`src/hw/icw_pkg.sv`:
```
// package for the interrupt priority and wait/wake controller
package icw_pkg;

    // register byte offsets
    localparam logic [7:0] ICW_OFF_MISC       = 8'h00;
    localparam logic [7:0] ICW_OFF_PERIPH_EN  = 8'h04;
    localparam logic [7:0] ICW_OFF_PERIPH_PND = 8'h08;
    localparam logic [7:0] ICW_OFF_PIN_EN     = 8'h0c;
    localparam logic [7:0] ICW_OFF_STATUS     = 8'h10;

    // reset values
    localparam logic [7:0]  ICW_RST_MISC      = 8'h00;
    localparam logic [17:0] ICW_RST_PERIPH_EN = 18'h00000;
    localparam logic [14:0] ICW_RST_PIN_EN    = 15'h0000;

    // miscellaneous register fields
    localparam int ICW_MISC_SLOW    = 0;
    localparam int ICW_MISC_PSC_LSB = 1;
    localparam int ICW_MISC_POL01   = 3;
    localparam int ICW_MISC_CLKOUT  = 5;
    localparam int ICW_MISC_POL23   = 6;

    // peripheral flag layout: sync serial, timer a, timer b, async serial, nvm
    localparam int ICW_NFLAG = 18;
    localparam int ICW_SYNC_LSB = 0;
    localparam int ICW_SYNC_W   = 2;
    localparam int ICW_TMRA_LSB = 2;
    localparam int ICW_TMRB_LSB = 7;
    localparam int ICW_TMR_W    = 5;
    localparam int ICW_ASYN_LSB = 12;
    localparam int ICW_ASYN_W   = 5;
    localparam int ICW_NVM_BIT  = 17;

    // external pin layout: group0 pa0-3, group1 pf0-2, group2 pb0-3, group3 pb4-7
    localparam int ICW_NPIN = 15;
    localparam int ICW_G0_LSB = 0;
    localparam int ICW_G1_LSB = 4;
    localparam int ICW_G2_LSB = 7;
    localparam int ICW_G3_LSB = 11;

    // polarity codes
    localparam logic [1:0] ICW_POL_FALL_LOW = 2'b00;
    localparam logic [1:0] ICW_POL_FALL     = 2'b10;
    localparam logic [1:0] ICW_POL_RISE     = 2'b01;
    localparam logic [1:0] ICW_POL_BOTH     = 2'b11;

    // vectors, highest priority first
    localparam int ICW_NSRC = 11;
    localparam logic [15:0] ICW_VEC_RESET = 16'hfffe;
    localparam logic [15:0] ICW_VEC_TRAP  = 16'hfffc;
    localparam logic [15:0] ICW_VEC_EXT0  = 16'hfff6;
    localparam logic [15:0] ICW_VEC_EXT1  = 16'hfff4;
    localparam logic [15:0] ICW_VEC_EXT2  = 16'hfff2;
    localparam logic [15:0] ICW_VEC_EXT3  = 16'hfff0;
    localparam logic [15:0] ICW_VEC_SYNC  = 16'hffec;
    localparam logic [15:0] ICW_VEC_TMRA  = 16'hffea;
    localparam logic [15:0] ICW_VEC_TMRB  = 16'hffe8;
    localparam logic [15:0] ICW_VEC_ASYN  = 16'hffe6;
    localparam logic [15:0] ICW_VEC_NVM   = 16'hffe4;

    // oscillator stabilisation after reset or halt wake
    localparam int ICW_STAB_CYCLES = 4096;

    localparam logic [1:0] ICW_RESP_OKAY   = 2'b00;
    localparam logic [1:0] ICW_RESP_SLVERR = 2'b10;

    typedef enum logic [1:0] {
        ICW_RUN  = 2'b00,
        ICW_WAIT = 2'b01,
        ICW_HALT = 2'b10,
        ICW_STAB = 2'b11
    } icw_mode_e;

endpackage

```
`src/hw/icw_ctrl.sv`:
```
// interrupt priority, vector selection and wait/halt wake controller
// Behaviour
// - servicing entry sets the global mask
// - simultaneous requests served by fixed vector priority
// - trap always vectors, never wakes halt
// - every external and peripheral interrupt source ends wait, trap does not
// - only reset and external groups end halt
// - external vector needs event and clear mask
// - edge requests latched, cleared on service entry
// - enabled pins of group ANDed before detector
// - low shared pin blocks even rising edge
// - peripheral flag needs clear mask and enable
// - blocked peripheral flag stays pending latched
// - clear sequence also drops pending latch
// - four external groups, own descending vectors
// - sync serial, timer a, timer b vectors
// - async serial shared, nvm lowest vector
// - wait stops cpu, peripherals keep running
// - entering wait clears the global mask
// - wait holds until interrupt, then vectors
// - slow mode divides cpu and peripheral clock
// - mask restored from stacked condition code
// - service at instruction end, then fetch vector
// - stabilisation delay after halt wake, reset
// - two-bit polarity code per pair of external vectors (groups 0/1 share one, groups 2/3 the other)
//
// Chosen here: the register addresses and register access over AXI4-Lite.
`timescale 1ns/1ps
`default_nettype none
module icw_ctrl
    import icw_pkg::*;
#(
    parameter int STAB_CYCLES = ICW_STAB_CYCLES
) (
    input  wire logic                 i_core_clk,        // cpu clock
    input  wire logic                 i_rst_b,           // async reset, low
    // axi4-lite slave
    input  wire logic [7:0]           s_axi_awaddr,      // write address
    input  wire logic                 s_axi_awvalid,     // write address valid
    output logic                      s_axi_awready,     // write address ready
    input  wire logic [31:0]          s_axi_wdata,       // write data
    input  wire logic [3:0]           s_axi_wstrb,       // byte strobes
    input  wire logic                 s_axi_wvalid,      // write data valid
    output logic                      s_axi_wready,      // write data ready
    output logic [1:0]                s_axi_bresp,       // write response
    output logic                      s_axi_bvalid,      // response valid
    input  wire logic                 s_axi_bready,      // response ready
    input  wire logic [7:0]           s_axi_araddr,      // read address
    input  wire logic                 s_axi_arvalid,     // read address valid
    output logic                      s_axi_arready,     // read address ready
    output logic [31:0]               s_axi_rdata,       // read data
    output logic [1:0]                s_axi_rresp,       // read response
    output logic                      s_axi_rvalid,      // read data valid
    input  wire logic                 s_axi_rready,      // read data ready
    // external interrupt pins
    input  wire logic [ICW_NPIN-1:0]  i_ext_pin,         // raw pin levels
    // peripheral flags and clear-sequence pulses
    input  wire logic [ICW_NFLAG-1:0] i_periph_flag,     // status flag levels
    input  wire logic [ICW_NFLAG-1:0] i_periph_clr_seq,  // clear sequence done
    // core side
    input  wire logic                 i_instr_end,       // instruction boundary
    input  wire logic                 i_irq_taken,       // context pushed, entering
    input  wire logic                 i_trap,            // trap executed
    input  wire logic                 i_wfi,             // wait instruction
    input  wire logic                 i_halt,            // halt instruction
    input  wire logic                 i_mask_load,       // load mask from core
    input  wire logic                 i_mask_val,        // value for load
    output logic                      o_irq_valid,       // vector offered
    output logic [15:0]               o_vector_addr,     // selected vector
    output logic                      o_mask_bit,        // global mask
    output logic                      o_cpu_run,         // cpu clock enable
    output logic                      o_periph_run,      // peripheral clock enable
    output logic                      o_slow_en,         // slow mode
    output logic [1:0]                o_slow_prescale,   // slow divider select
    output logic                      o_clk_out_en       // clock to pin enable
);

    localparam logic [15:0] STAB_LAST = 16'(STAB_CYCLES - 1);

    typedef struct packed {
        icw_mode_e             mode;
        logic [15:0]           stab_cnt;
        logic                  boot_pend;
        logic                  trap_pend;
        logic                  mask;
        logic                  sel_valid;
        logic [15:0]           sel_addr;
        logic [ICW_NPIN-1:0]   pin_s1;
        logic [ICW_NPIN-1:0]   pin_s2;
        logic [3:0]            comb_prev;
        logic [3:0]            ext_edge;
        logic [ICW_NFLAG-1:0]  per_pend;
        logic [7:0]            misc;
        logic [ICW_NFLAG-1:0]  per_en;
        logic [ICW_NPIN-1:0]   pin_en;
        logic                  aw_hold;
        logic [7:0]            awaddr;
        logic                  w_hold;
        logic [31:0]           wdata;
        logic [3:0]            wstrb;
        logic                  bvalid;
        logic [1:0]            bresp;
        logic                  rvalid;
        logic [31:0]           rdata;
        logic [1:0]            rresp;
    } icw_state_s;

    icw_state_s st;
    icw_state_s next_st;

    // and of enabled pins; unenabled pins read as high
    function automatic logic grp_and(input logic [3:0] pins, input logic [3:0] en);
        grp_and = &(pins | ~en);
    endfunction

    // lowest index wins
    function automatic logic [15:0] pick_vec(input logic [ICW_NSRC-1:0] req);
        logic [15:0] v;
        v = ICW_VEC_RESET;
        for (int k = ICW_NSRC - 1; k >= 0; k--) begin
            if (req[k]) begin
                case (k)
                    0:       v = ICW_VEC_RESET;
                    1:       v = ICW_VEC_TRAP;
                    2:       v = ICW_VEC_EXT0;
                    3:       v = ICW_VEC_EXT1;
                    4:       v = ICW_VEC_EXT2;
                    5:       v = ICW_VEC_EXT3;
                    6:       v = ICW_VEC_SYNC;
                    7:       v = ICW_VEC_TMRA;
                    8:       v = ICW_VEC_TMRB;
                    9:       v = ICW_VEC_ASYN;
                    default: v = ICW_VEC_NVM;
                endcase
            end
        end
        pick_vec = v;
    endfunction

    function automatic logic [31:0] merge(input logic [31:0] old, input logic [31:0] d, input logic [3:0] s);
        logic [31:0] r;
        r = old;
        for (int b = 0; b < 4; b++) begin
            if (s[b]) begin
                r[b*8 +: 8] = d[b*8 +: 8];
            end
        end
        merge = r;
    endfunction

    logic [3:0]            grp_pins [4];
    logic [3:0]            grp_en   [4];
    logic [1:0]            grp_pol  [4];
    logic [3:0]            comb_now;
    logic [3:0]            level_req;
    logic [3:0]            edge_set;
    logic [3:0]            ext_req;
    logic [4:0]            per_req;
    logic [ICW_NFLAG-1:0]  per_act;
    logic [ICW_NSRC-1:0]   cand;
    logic                  mask_req;
    logic                  do_write;
    logic [31:0]           wr_old;
    logic [31:0]           wr_new;
    logic [3:0]            pol_clr;
    logic [3:0]            ack_clr;
    logic [ICW_NFLAG-1:0]  sw_clr;
    logic                  sel_now;

    always_comb begin
        grp_pins[0] = st.pin_s2[ICW_G0_LSB +: 4];
        grp_pins[1] = {1'b1, st.pin_s2[ICW_G1_LSB +: 3]};
        grp_pins[2] = st.pin_s2[ICW_G2_LSB +: 4];
        grp_pins[3] = st.pin_s2[ICW_G3_LSB +: 4];
        grp_en[0]   = st.pin_en[ICW_G0_LSB +: 4];
        grp_en[1]   = {1'b0, st.pin_en[ICW_G1_LSB +: 3]};
        grp_en[2]   = st.pin_en[ICW_G2_LSB +: 4];
        grp_en[3]   = st.pin_en[ICW_G3_LSB +: 4];
        grp_pol[0]  = st.misc[ICW_MISC_POL01 +: 2];
        grp_pol[1]  = st.misc[ICW_MISC_POL01 +: 2];
        grp_pol[2]  = st.misc[ICW_MISC_POL23 +: 2];
        grp_pol[3]  = st.misc[ICW_MISC_POL23 +: 2];
        for (int g = 0; g < 4; g++) begin
            comb_now[g] = grp_and(grp_pins[g], grp_en[g]);
            level_req[g] = 1'b0;
            edge_set[g] = 1'b0;
            if (|grp_en[g]) begin
                case (grp_pol[g])
                    ICW_POL_FALL_LOW: begin
                        edge_set[g]  = st.comb_prev[g] & ~comb_now[g];
                        level_req[g] = ~comb_now[g];
                    end
                    ICW_POL_FALL: edge_set[g] = st.comb_prev[g] & ~comb_now[g];
                    ICW_POL_RISE: edge_set[g] = ~st.comb_prev[g] & comb_now[g];
                    ICW_POL_BOTH: edge_set[g] = st.comb_prev[g] ^ comb_now[g];
                    default:      edge_set[g] = 1'b0;
                endcase
            end
            ext_req[g] = st.ext_edge[g] | level_req[g];
        end

        per_act = st.per_pend & st.per_en;
        per_req[0] = |per_act[ICW_SYNC_LSB +: ICW_SYNC_W];
        per_req[1] = |per_act[ICW_TMRA_LSB +: ICW_TMR_W];
        per_req[2] = |per_act[ICW_TMRB_LSB +: ICW_TMR_W];
        per_req[3] = |per_act[ICW_ASYN_LSB +: ICW_ASYN_W];
        per_req[4] = per_act[ICW_NVM_BIT];

        mask_req = ~st.mask & (|ext_req | |per_req);
        cand = {per_req & {5{~st.mask}}, ext_req & {4{~st.mask}}, st.trap_pend, st.boot_pend};

        do_write = st.aw_hold & st.w_hold & ~st.bvalid;
        case (st.awaddr)
            ICW_OFF_MISC:       wr_old = {24'h000000, st.misc};
            ICW_OFF_PERIPH_EN:  wr_old = {14'h0000, st.per_en};
            ICW_OFF_PERIPH_PND: wr_old = {14'h0000, st.per_pend};
            ICW_OFF_PIN_EN:     wr_old = {17'h00000, st.pin_en};
            default:            wr_old = 32'h00000000;
        endcase
        wr_new = merge(wr_old, st.wdata, st.wstrb);

        pol_clr = 4'h0;
        sw_clr = '0;
        if (do_write && st.awaddr == ICW_OFF_MISC) begin
            pol_clr[1:0] = {2{wr_new[ICW_MISC_POL01 +: 2] != st.misc[ICW_MISC_POL01 +: 2]}};
            pol_clr[3:2] = {2{wr_new[ICW_MISC_POL23 +: 2] != st.misc[ICW_MISC_POL23 +: 2]}};
        end
        if (do_write && st.awaddr == ICW_OFF_PERIPH_PND) begin
            sw_clr = ~wr_new[ICW_NFLAG-1:0];
        end

        ack_clr = 4'h0;
        if (i_irq_taken && st.sel_valid) begin
            ack_clr[0] = st.sel_addr == ICW_VEC_EXT0;
            ack_clr[1] = st.sel_addr == ICW_VEC_EXT1;
            ack_clr[2] = st.sel_addr == ICW_VEC_EXT2;
            ack_clr[3] = st.sel_addr == ICW_VEC_EXT3;
        end

        next_st = st;
        next_st.pin_s1 = i_ext_pin;
        next_st.pin_s2 = st.pin_s1;
        next_st.comb_prev = comb_now;
        // set wins over every clear
        next_st.ext_edge = (st.ext_edge & ~ack_clr & ~pol_clr) | edge_set;
        next_st.per_pend = (st.per_pend & ~i_periph_clr_seq & ~sw_clr) | i_periph_flag;

        if (i_mask_load) begin
            next_st.mask = i_mask_val;
        end
        if (i_trap) begin
            next_st.trap_pend = 1'b1;
        end

        sel_now = 1'b0;
        case (st.mode)
            ICW_RUN: begin
                if (i_wfi) begin
                    next_st.mode = ICW_WAIT;
                    next_st.mask = 1'b0;
                end else if (i_halt) begin
                    next_st.mode = ICW_HALT;
                    next_st.mask = 1'b0;
                end else if (i_instr_end && !st.sel_valid) begin
                    sel_now = 1'b1;
                end
            end
            ICW_WAIT: begin
                if (mask_req) begin
                    next_st.mode = ICW_RUN;
                    sel_now = 1'b1;
                end
            end
            ICW_HALT: begin
                if (|ext_req) begin
                    next_st.mode = ICW_STAB;
                    next_st.stab_cnt = 16'h0000;
                end
            end
            ICW_STAB: begin
                if (st.stab_cnt == STAB_LAST) begin
                    next_st.mode = ICW_RUN;
                    sel_now = 1'b1;
                end else begin
                    next_st.stab_cnt = st.stab_cnt + 16'h0001;
                end
            end
            default: next_st.mode = ICW_RUN;
        endcase

        if (i_irq_taken && st.sel_valid) begin
            next_st.sel_valid = 1'b0;
            next_st.mask = 1'b1;
            if (st.sel_addr == ICW_VEC_TRAP) begin
                next_st.trap_pend = i_trap;
            end
            if (st.sel_addr == ICW_VEC_RESET) begin
                next_st.boot_pend = 1'b0;
            end
        end else if (sel_now && !st.sel_valid && |cand) begin
            next_st.sel_valid = 1'b1;
            next_st.sel_addr = pick_vec(cand);
        end

        // axi write path
        if (s_axi_awvalid && s_axi_awready) begin
            next_st.aw_hold = 1'b1;
            next_st.awaddr = s_axi_awaddr;
        end
        if (s_axi_wvalid && s_axi_wready) begin
            next_st.w_hold = 1'b1;
            next_st.wdata = s_axi_wdata;
            next_st.wstrb = s_axi_wstrb;
        end
        if (do_write) begin
            next_st.aw_hold = 1'b0;
            next_st.w_hold = 1'b0;
            next_st.bvalid = 1'b1;
            next_st.bresp = ICW_RESP_OKAY;
            case (st.awaddr)
                ICW_OFF_MISC:       next_st.misc = wr_new[7:0];
                ICW_OFF_PERIPH_EN:  next_st.per_en = wr_new[ICW_NFLAG-1:0];
                ICW_OFF_PERIPH_PND: next_st.bresp = ICW_RESP_OKAY;
                ICW_OFF_PIN_EN:     next_st.pin_en = wr_new[ICW_NPIN-1:0];
                ICW_OFF_STATUS:     next_st.bresp = ICW_RESP_OKAY;
                default:            next_st.bresp = ICW_RESP_SLVERR;
            endcase
        end else if (st.bvalid && s_axi_bready) begin
            next_st.bvalid = 1'b0;
        end

        // axi read path
        if (s_axi_arvalid && s_axi_arready) begin
            next_st.rvalid = 1'b1;
            next_st.rresp = ICW_RESP_OKAY;
            case (s_axi_araddr)
                ICW_OFF_MISC:       next_st.rdata = {24'h000000, st.misc};
                ICW_OFF_PERIPH_EN:  next_st.rdata = {14'h0000, st.per_en};
                ICW_OFF_PERIPH_PND: next_st.rdata = {14'h0000, st.per_pend};
                ICW_OFF_PIN_EN:     next_st.rdata = {17'h00000, st.pin_en};
                ICW_OFF_STATUS: begin
                    next_st.rdata = {10'h000, st.boot_pend, st.trap_pend, st.ext_edge, st.sel_addr[7:0],
                                     4'h0, st.sel_valid, st.mask, st.mode};
                end
                default: begin
                    next_st.rdata = 32'h00000000;
                    next_st.rresp = ICW_RESP_SLVERR;
                end
            endcase
        end else if (st.rvalid && s_axi_rready) begin
            next_st.rvalid = 1'b0;
        end
    end

    always_ff @(posedge i_core_clk or negedge i_rst_b) begin
        if (!i_rst_b) begin
            st <= '0;
            st.mode <= ICW_STAB;
            st.boot_pend <= 1'b1;
            st.mask <= 1'b1;
            st.pin_s1 <= '1;
            st.pin_s2 <= '1;
            st.comb_prev <= 4'hf;
            st.misc <= ICW_RST_MISC;
            st.per_en <= ICW_RST_PERIPH_EN;
            st.pin_en <= ICW_RST_PIN_EN;
        end else begin
            st <= next_st;
        end
    end

    assign s_axi_awready   = ~st.aw_hold & ~st.bvalid;
    assign s_axi_wready    = ~st.w_hold & ~st.bvalid;
    assign s_axi_bvalid    = st.bvalid;
    assign s_axi_bresp     = st.bresp;
    assign s_axi_arready   = ~st.rvalid;
    assign s_axi_rvalid    = st.rvalid;
    assign s_axi_rdata     = st.rdata;
    assign s_axi_rresp     = st.rresp;
    assign o_irq_valid     = st.sel_valid;
    assign o_vector_addr   = st.sel_addr;
    assign o_mask_bit      = st.mask;
    assign o_cpu_run       = st.mode == ICW_RUN;
    assign o_periph_run    = st.mode != ICW_HALT;
    assign o_slow_en       = st.misc[ICW_MISC_SLOW];
    assign o_slow_prescale = st.misc[ICW_MISC_PSC_LSB +: 2];
    assign o_clk_out_en    = st.misc[ICW_MISC_CLKOUT];

endmodule
`default_nettype wire

```
`config.mk`:
```
export PLATFORM = sky130hd
export DESIGN_NAME = icw_ctrl
export DESIGN_NICKNAME = d
export VERILOG_FILES = /design/src/hw/icw_pkg.sv /design/src/hw/icw_ctrl.sv
export SDC_FILE = /design/constraint.sdc
export NUM_CORES = 1
export LEC_CHECK = 0
export BUFFER_PORTS_ARGS = -buffer_cell sky130_fd_sc_hd__buf_2
export CORE_MARGIN = 10
export CORE_UTILIZATION = 45
export CTS_BUF_LIST = sky130_fd_sc_hd__clkbuf_8
export CTS_CLUSTER_SIZE = 12
export DETAILED_ROUTE_END_ITERATION = 10
export GPL_TIMING_DRIVEN = 0
export PLACE_DENSITY = 0.67
export REMOVE_ABC_BUFFERS = 1
export SETUP_SLACK_MARGIN = 0.05
export SYNTH_ARGS = -nofsm -noshare
export SYNTH_HDL_FRONTEND = slang
export SYNTH_SLANG_ARGS = --single-unit
```
`constraint.sdc`:
```
create_clock -name i_core_clk -period 3 [get_ports i_core_clk]
set_input_delay 0.3 -clock i_core_clk [delete_from_list [all_inputs] [get_ports i_core_clk]]
set_output_delay 0.3 -clock i_core_clk [all_outputs]
set_load 0.01 [all_outputs]
```
-- Word-level counts from Yosys, hierarchy flattened
Cells that the tools add are included.
- memories: 0
- output and inout port bits: 65
- word-level logic and storage cells: 233
- memory bits (writable): 0
- bits in latches: 0
- bits in read-only memories: 0
- flip-flop bits (word level): 219
- bits of input ports: 117
- divide/modulo/power cells: 0
- add/sub/neg operators: 1
- multiply operators: 0
- mux-type cells: 68
- reductions and logical operators: 49
- equal/unequal tests: 32
- $lt $le $gt $ge: 0
- shift-type cells: 0
- bitwise gates (word level): 58
- operators with widths (kind ; count):
    $mux W16 ; 11
    $pmux W22 S5 ; 1
    $eq A16 B16 Y1 const B ; 6
    $pmux W18 S4 ; 1
    $and A18 B18 Y18 ; 3
    $not A18 Y18 ; 3
    $mux W37 ; 1
    $mux W18 ; 2
    $eq A8 B4 Y1 const B ; 4
    $pmux W16 S2 ; 1
    $mux W1 ; 30
    $reduce_or A5 Y1 ; 5
    $not A4 Y4 ; 5
    $or A4 B4 Y4 ; 5
    $reduce_and A4 Y1 ; 5
    $or A18 B18 Y18 ; 1
    $reduce_or A18 Y1 ; 1
    $mux W17 ; 1
    $add A16 B1 Y16 const B ; 1
    $eq A16 B12 Y1 const B ; 1
    $eq A8 B3 Y1 const B ; 2
    $eq A8 B5 Y1 const B ; 2
    $logic_not A8 Y1 ; 2
    $mux W2 ; 8
    other kinds (28) ; 106

-- Logic depth before layout (Yosys ltp)
- depth in word-level cells: 16
- mapped depth: 9

-- Least setup slack after synthesis
No wires, ideal clock.
- path kind: register to register
- start: reg st[201] in the netlist's numbering
- end: reg st, in the netlist o_vector_addr[2]
- data arrival time: 2137 ps
- slack: 738 ps
- buffers on the path: 0
- library setup time: 125 ps
- cell stages (with the launch flop): 9
- cell sequence: dfrtp_1 -> ha_1 -> nand4bb_1 -> nor4_4 -> nand4b_1 -> o31ai_2 -> a211oi_2 -> a211oi_4 -> mux2_4
- cells in the longest elaborated chain, start to end: 6
- RTL lines (item ; line ; source):
    from (decl) ; icw_ctrl.sv:108 ; icw_state_s st;
    from (signal assigned) ; icw_ctrl.sv:368 ; st <= next_st;
    $eq A16 B12 Y1 ; icw_ctrl.sv:281 ; if (st.stab_cnt == STAB_LAST) begin
    $mux W1 ; icw_ctrl.sv:281 ;
    $pmux W1 S3 ; icw_ctrl.sv:256 ; case (st.mode)
    $logic_and A1 B1 Y1 (2 in series) ; icw_ctrl.sv:300 ; end else if (sel_now && !st.sel_valid && |cand) begin
    $reduce_and A2 Y1 (no line) ; n/a ;
No other way between the ends.
A chain may end at the register's enable or synchronous reset.

==> impl_summary.md <==
Status
The flow ran to the end, and the final reports show no timing, DRC or antenna violations.

Global routing
The number of global-route vias before repair is approximately 7k. For this run, global-route usage on met1 was measured as 23.71%. For this run, global-route usage on met3 was measured as under 10%. For this run, the total global-route usage over all layers was measured as 18.53%. For met2 alone, demand over resource in global routing was 30.23%. Entering global routing, the biggest net connects 100 pins. Summed over all layers, the global routing overflow is 0.

The number of antenna violations at the first check in global routing is 2. The most congested layer reported by global routing is met2. The first global-routing pass estimated 38.99 mm of wire.

Yosys
The synthesized netlist occupies a cell area of 9076 um^2. Yosys mapped the design onto between 60 and 70 distinct sky130hd cell types. A synthesized cell averages 10.15 um^2. The post-synthesis async set-or-reset flop share is 100.0%. Ranked by total cell area, the synthesized netlist is headed by dfrtp_1 (39%), dfstp_2 (11%), o21ai_0 (5.1%). The most instantiated library cell after synthesis is dfrtp_1. After synthesis the netlist holds a flip-flop and latch count of 181. Summing the sequential cell areas from Yosys gives 50.43% of the chip area. The top-area cell type share of the netlist area is 39.43%. The count of synthesis-stage warnings from yosys is 0. For this run, the leading register cell type out of synthesis is dfrtp_1.

The largest total area in the synthesized netlist belongs to dfrtp_1. The gate count of the mapped netlist is 894. In this run, synthesis inferred 0 flip-flops with an integrated enable. Counting instances in the post-synthesis netlist gives the leading cell types as dfrtp_1 (143), nand2_1 (123), o21ai_0 (93).

Timing
The final number of max-transition violations is 0. The count of endpoints failing hold in the final timing report is 0. The top achievable clock speed is 0.3632 GHz. The worst clock skew is about 0.018 ns.

The portion of the clock cycle consumed by the worst path in the final layout is between 90 and 100%. The transition time at the pin with the least slew margin is 1.222 ns. Headroom to the max-slew limit came out at 18.55%.

Counting I/O delays and the setup requirement, the final critical path takes 2.754 ns. Setup repair after global routing could not meet its margin everywhere. Setup violations remaining at the end of the flow were counted as 0.

Setup path
The kind of launch point of the worst setup path is a flop. The cell with the biggest individual delay on the critical path is and2_2. The number of stages on the worst setup path is 6. The critical path goes through nor4_2 > nand3_2 > nor2_2 > and2_2 > nand2_1 > a31o_2. Among cell families on the critical path, the largest total delay comes from simple AND/OR/NAND/NOR gates. At the worst endpoint, the arrival time is 3.12 ns. On the worst path, the slowest cell contributes a delay of 0.50 ns. The setup slack of the most critical reg-to-reg path is 0.25 ns. The top fanout value on the critical path is 18.

The worst register-to-register path ends at st[142]$_DFF_PN0_. The reg-to-reg critical path startpoint is st[75]$_DFFE_PN0P_. Counting cells, the worst reg-to-reg path comes to 6.

STA puts the critical path data required time at roughly 3.4 ns. The worst setup path is captured at a flop. The critical path endpoint is st[142]$_DFF_PN0_. The type of the worst setup path is reg2reg.

The count of buffer and inverter cells on the critical path is 0. Tracing the worst setup path back leads to its startpoint at st[75]$_DFFE_PN0P_.

Placed design
The congestion estimate from routability-driven global placement came to approximately 0.88. The half-perimeter wire length of the detailed placement result is 17.12 mm. The number of buffer cells added on primary ports is 153.

Floorplan
The floorplan step defined a die boundary enclosing 26250 um^2. The die is 162.0 um wide. The number of placed I/O pins is 182. The height of the die is approximately 160 um. The number of placement rows is 51.

The core region area is slightly below 20000 um^2. The effective utilization at floorplan is 46.18%.

Cells and area
The net total in the final layout is 1145. The area growth from synthesis to layout is 15.83%. Measured on the finished design, the core utilization comes to 53.49%. In the final layout, the share of cells above drive strength 1 is a little under a third.

Detailed routing
The via density per instance is 5.461. The count of antenna-violating nets left after detailed routing is 0. The detailed router's first-iteration violation count is 640. The first TritonRoute pass finished after 9 iterations.

The average wire length per cell after detail routing is 18.79 um. After detailed routing, the total wire length is 24.39 mm. Summing over every cut layer, the via total after detailed routing is roughly 7.1k. After detailed routing, the number of remaining DRC violations is 0.

Clock network
The worst-case clock buffer depth is 2. For this design, the sink count on the clock tree is 181. The clock insertion delay at the later pin of the skew report is 0.47 ns.

Clock-pin slew was measured on the worst setup and hold paths at about 0.09 ns. The buffer type at the clock tree root is clkbuf_8. The clock tree from TritonCTS is yes. Counting the buffers created by CTS gives 17. The H-tree depth is 4.

Power and ir drop
Total power for the finished layout comes to about 7.3 mW. The cell leakage power is 4.650 nW. The maximum VDD drop is 0.5182 mV.

For this design the ratio of total power to cell area is approximately 700 nW/um^2.

Worst hold path
Counting instances, the worst hold path has a depth of 2. The class of the tightest hold or removal check is in2reg.

Flow run
The count of max-cap constraint violations is 0.
==> layout make-up <==
class	count	area (um^2)
diodes	1	2.502
clock buffers	21	289.0
clock inverters	11	150.1
fillers	1804	9141
inverters	44	165.2
multi-input cells	583	3827
flip-flops and latches	181	4578
well taps	265	331.6
repair buffers	192	1169
==> state kept, by name (all words and copies together) (netlist names), 4 cells and up <==
name           flops
o_vector_addr      5
grp_pins          15
grp_en            15
grp_pol            4
s_axi_rdata       22
next_st           15
st                93
==> power by group <==
| group | switching, mW | internal (mW) | total [mW] |
|---|---|---|---|
| Combinational | 1.00 | 0.939 | 1.94 |
| Sequential | 0.683 | 2.91 | 3.59 |
| Clock | 0.899 | 0.917 | 1.82 |
| Total | 2.58 | 4.76 | 7.35 |
==> metal layers <==
| metal | up-vias | share of wire (%) |
|---|---|---|
| li1 | 3337 | - |
| met1 | 3468 | 43 |
| met2 | 254 | 48 |
| met3 | 28 | 7.6 |
| met4 | 2 | 1.4 |
| met5 | - | 0.049 |
==> stage by stage <==
step / cells / setup TNS (ns) / hold WS, ns / setup slack (ns) / instance area (um^2)
floorplan: 807 / 0 / 0.004409 / 0.5890 / 8532
global placement: 1225 / -217.59 / 0.3462 / -1.342 / 9629
detailed placement: 1226 / -25.14 / 0.3468 / -0.6665 / 9667
CTS: 1296 / 0 / 0.001278 / 0.09380 / 10490
global route: 1298 / 0 / 0.003094 / 0.03002 / 10510
finish: 1298 / 0 / 0.02451 / 0.2464 / 10510
==> cells in the final DEF (no fill, tap or decap), types with 7 or more instances in the layout <==
cell type and instances:
buf_2 152, dfrtp_1 142, nand2_1 122, o21ai_0 93, inv_1 46, nor2_1 42
dfstp_2 38, mux2_2 37, a21oi_1 35, dlygate4sd3_1 32, nand3_1 21, clkbuf_8 21
a31o_2 18, a22oi_1 16, mux2i_1 14, mux4_2 13, conb_1 13, nand2b_1 12
nor3_1 11, a31oi_1 10, or3_1 10, ha_1 9, nor2b_1 8, and3_1 7
a221oi_1 7
==> how the worst min path moves through the flow <==
stage,endpoint,slack [ns],start
floorplan,cand[1]$_DFF_PN0_,0.004,i_rst_b
global route,st[125]$_DFF_PN0_,0.003,i_periph_flag[0]
detailed placement,s_axi_rdata[3]$_DFFE_PN0P_,0.35,i_rst_b
CTS,st[133]$_DFF_PN0_,0.001,i_periph_flag[8]
finish,st[132]$_DFF_PN0_,0.02,i_periph_flag[7]
global placement,grp_pins[4]$_DFF_PN1_,0.35,next_st[158]$_DFF_PN1_
==> kinds of logic after synthesis <==
group	after synthesis	synth area share, %
fa+ha+maj	9	1.241
xor+xnor	9	0.8685
other cells	1	0.04132
mux	66	9.691
buf+inv	143	8.313
simple gates	267	14.06
compound gates	218	15.36
flops	181	50.43
==> repair_timing <==
action | CTS | global route
endpoints found under the hold margin | 94 | 0
cloned | 1 | 0
pin swaps | 0 | 1
setup buffers | 5 | 1
resized for setup | 4 | 4
hold buffers | 32 | 0
endpoints found under the setup margin | 55 | 34
No activity file was read; power rests on OpenSTA's default activity.
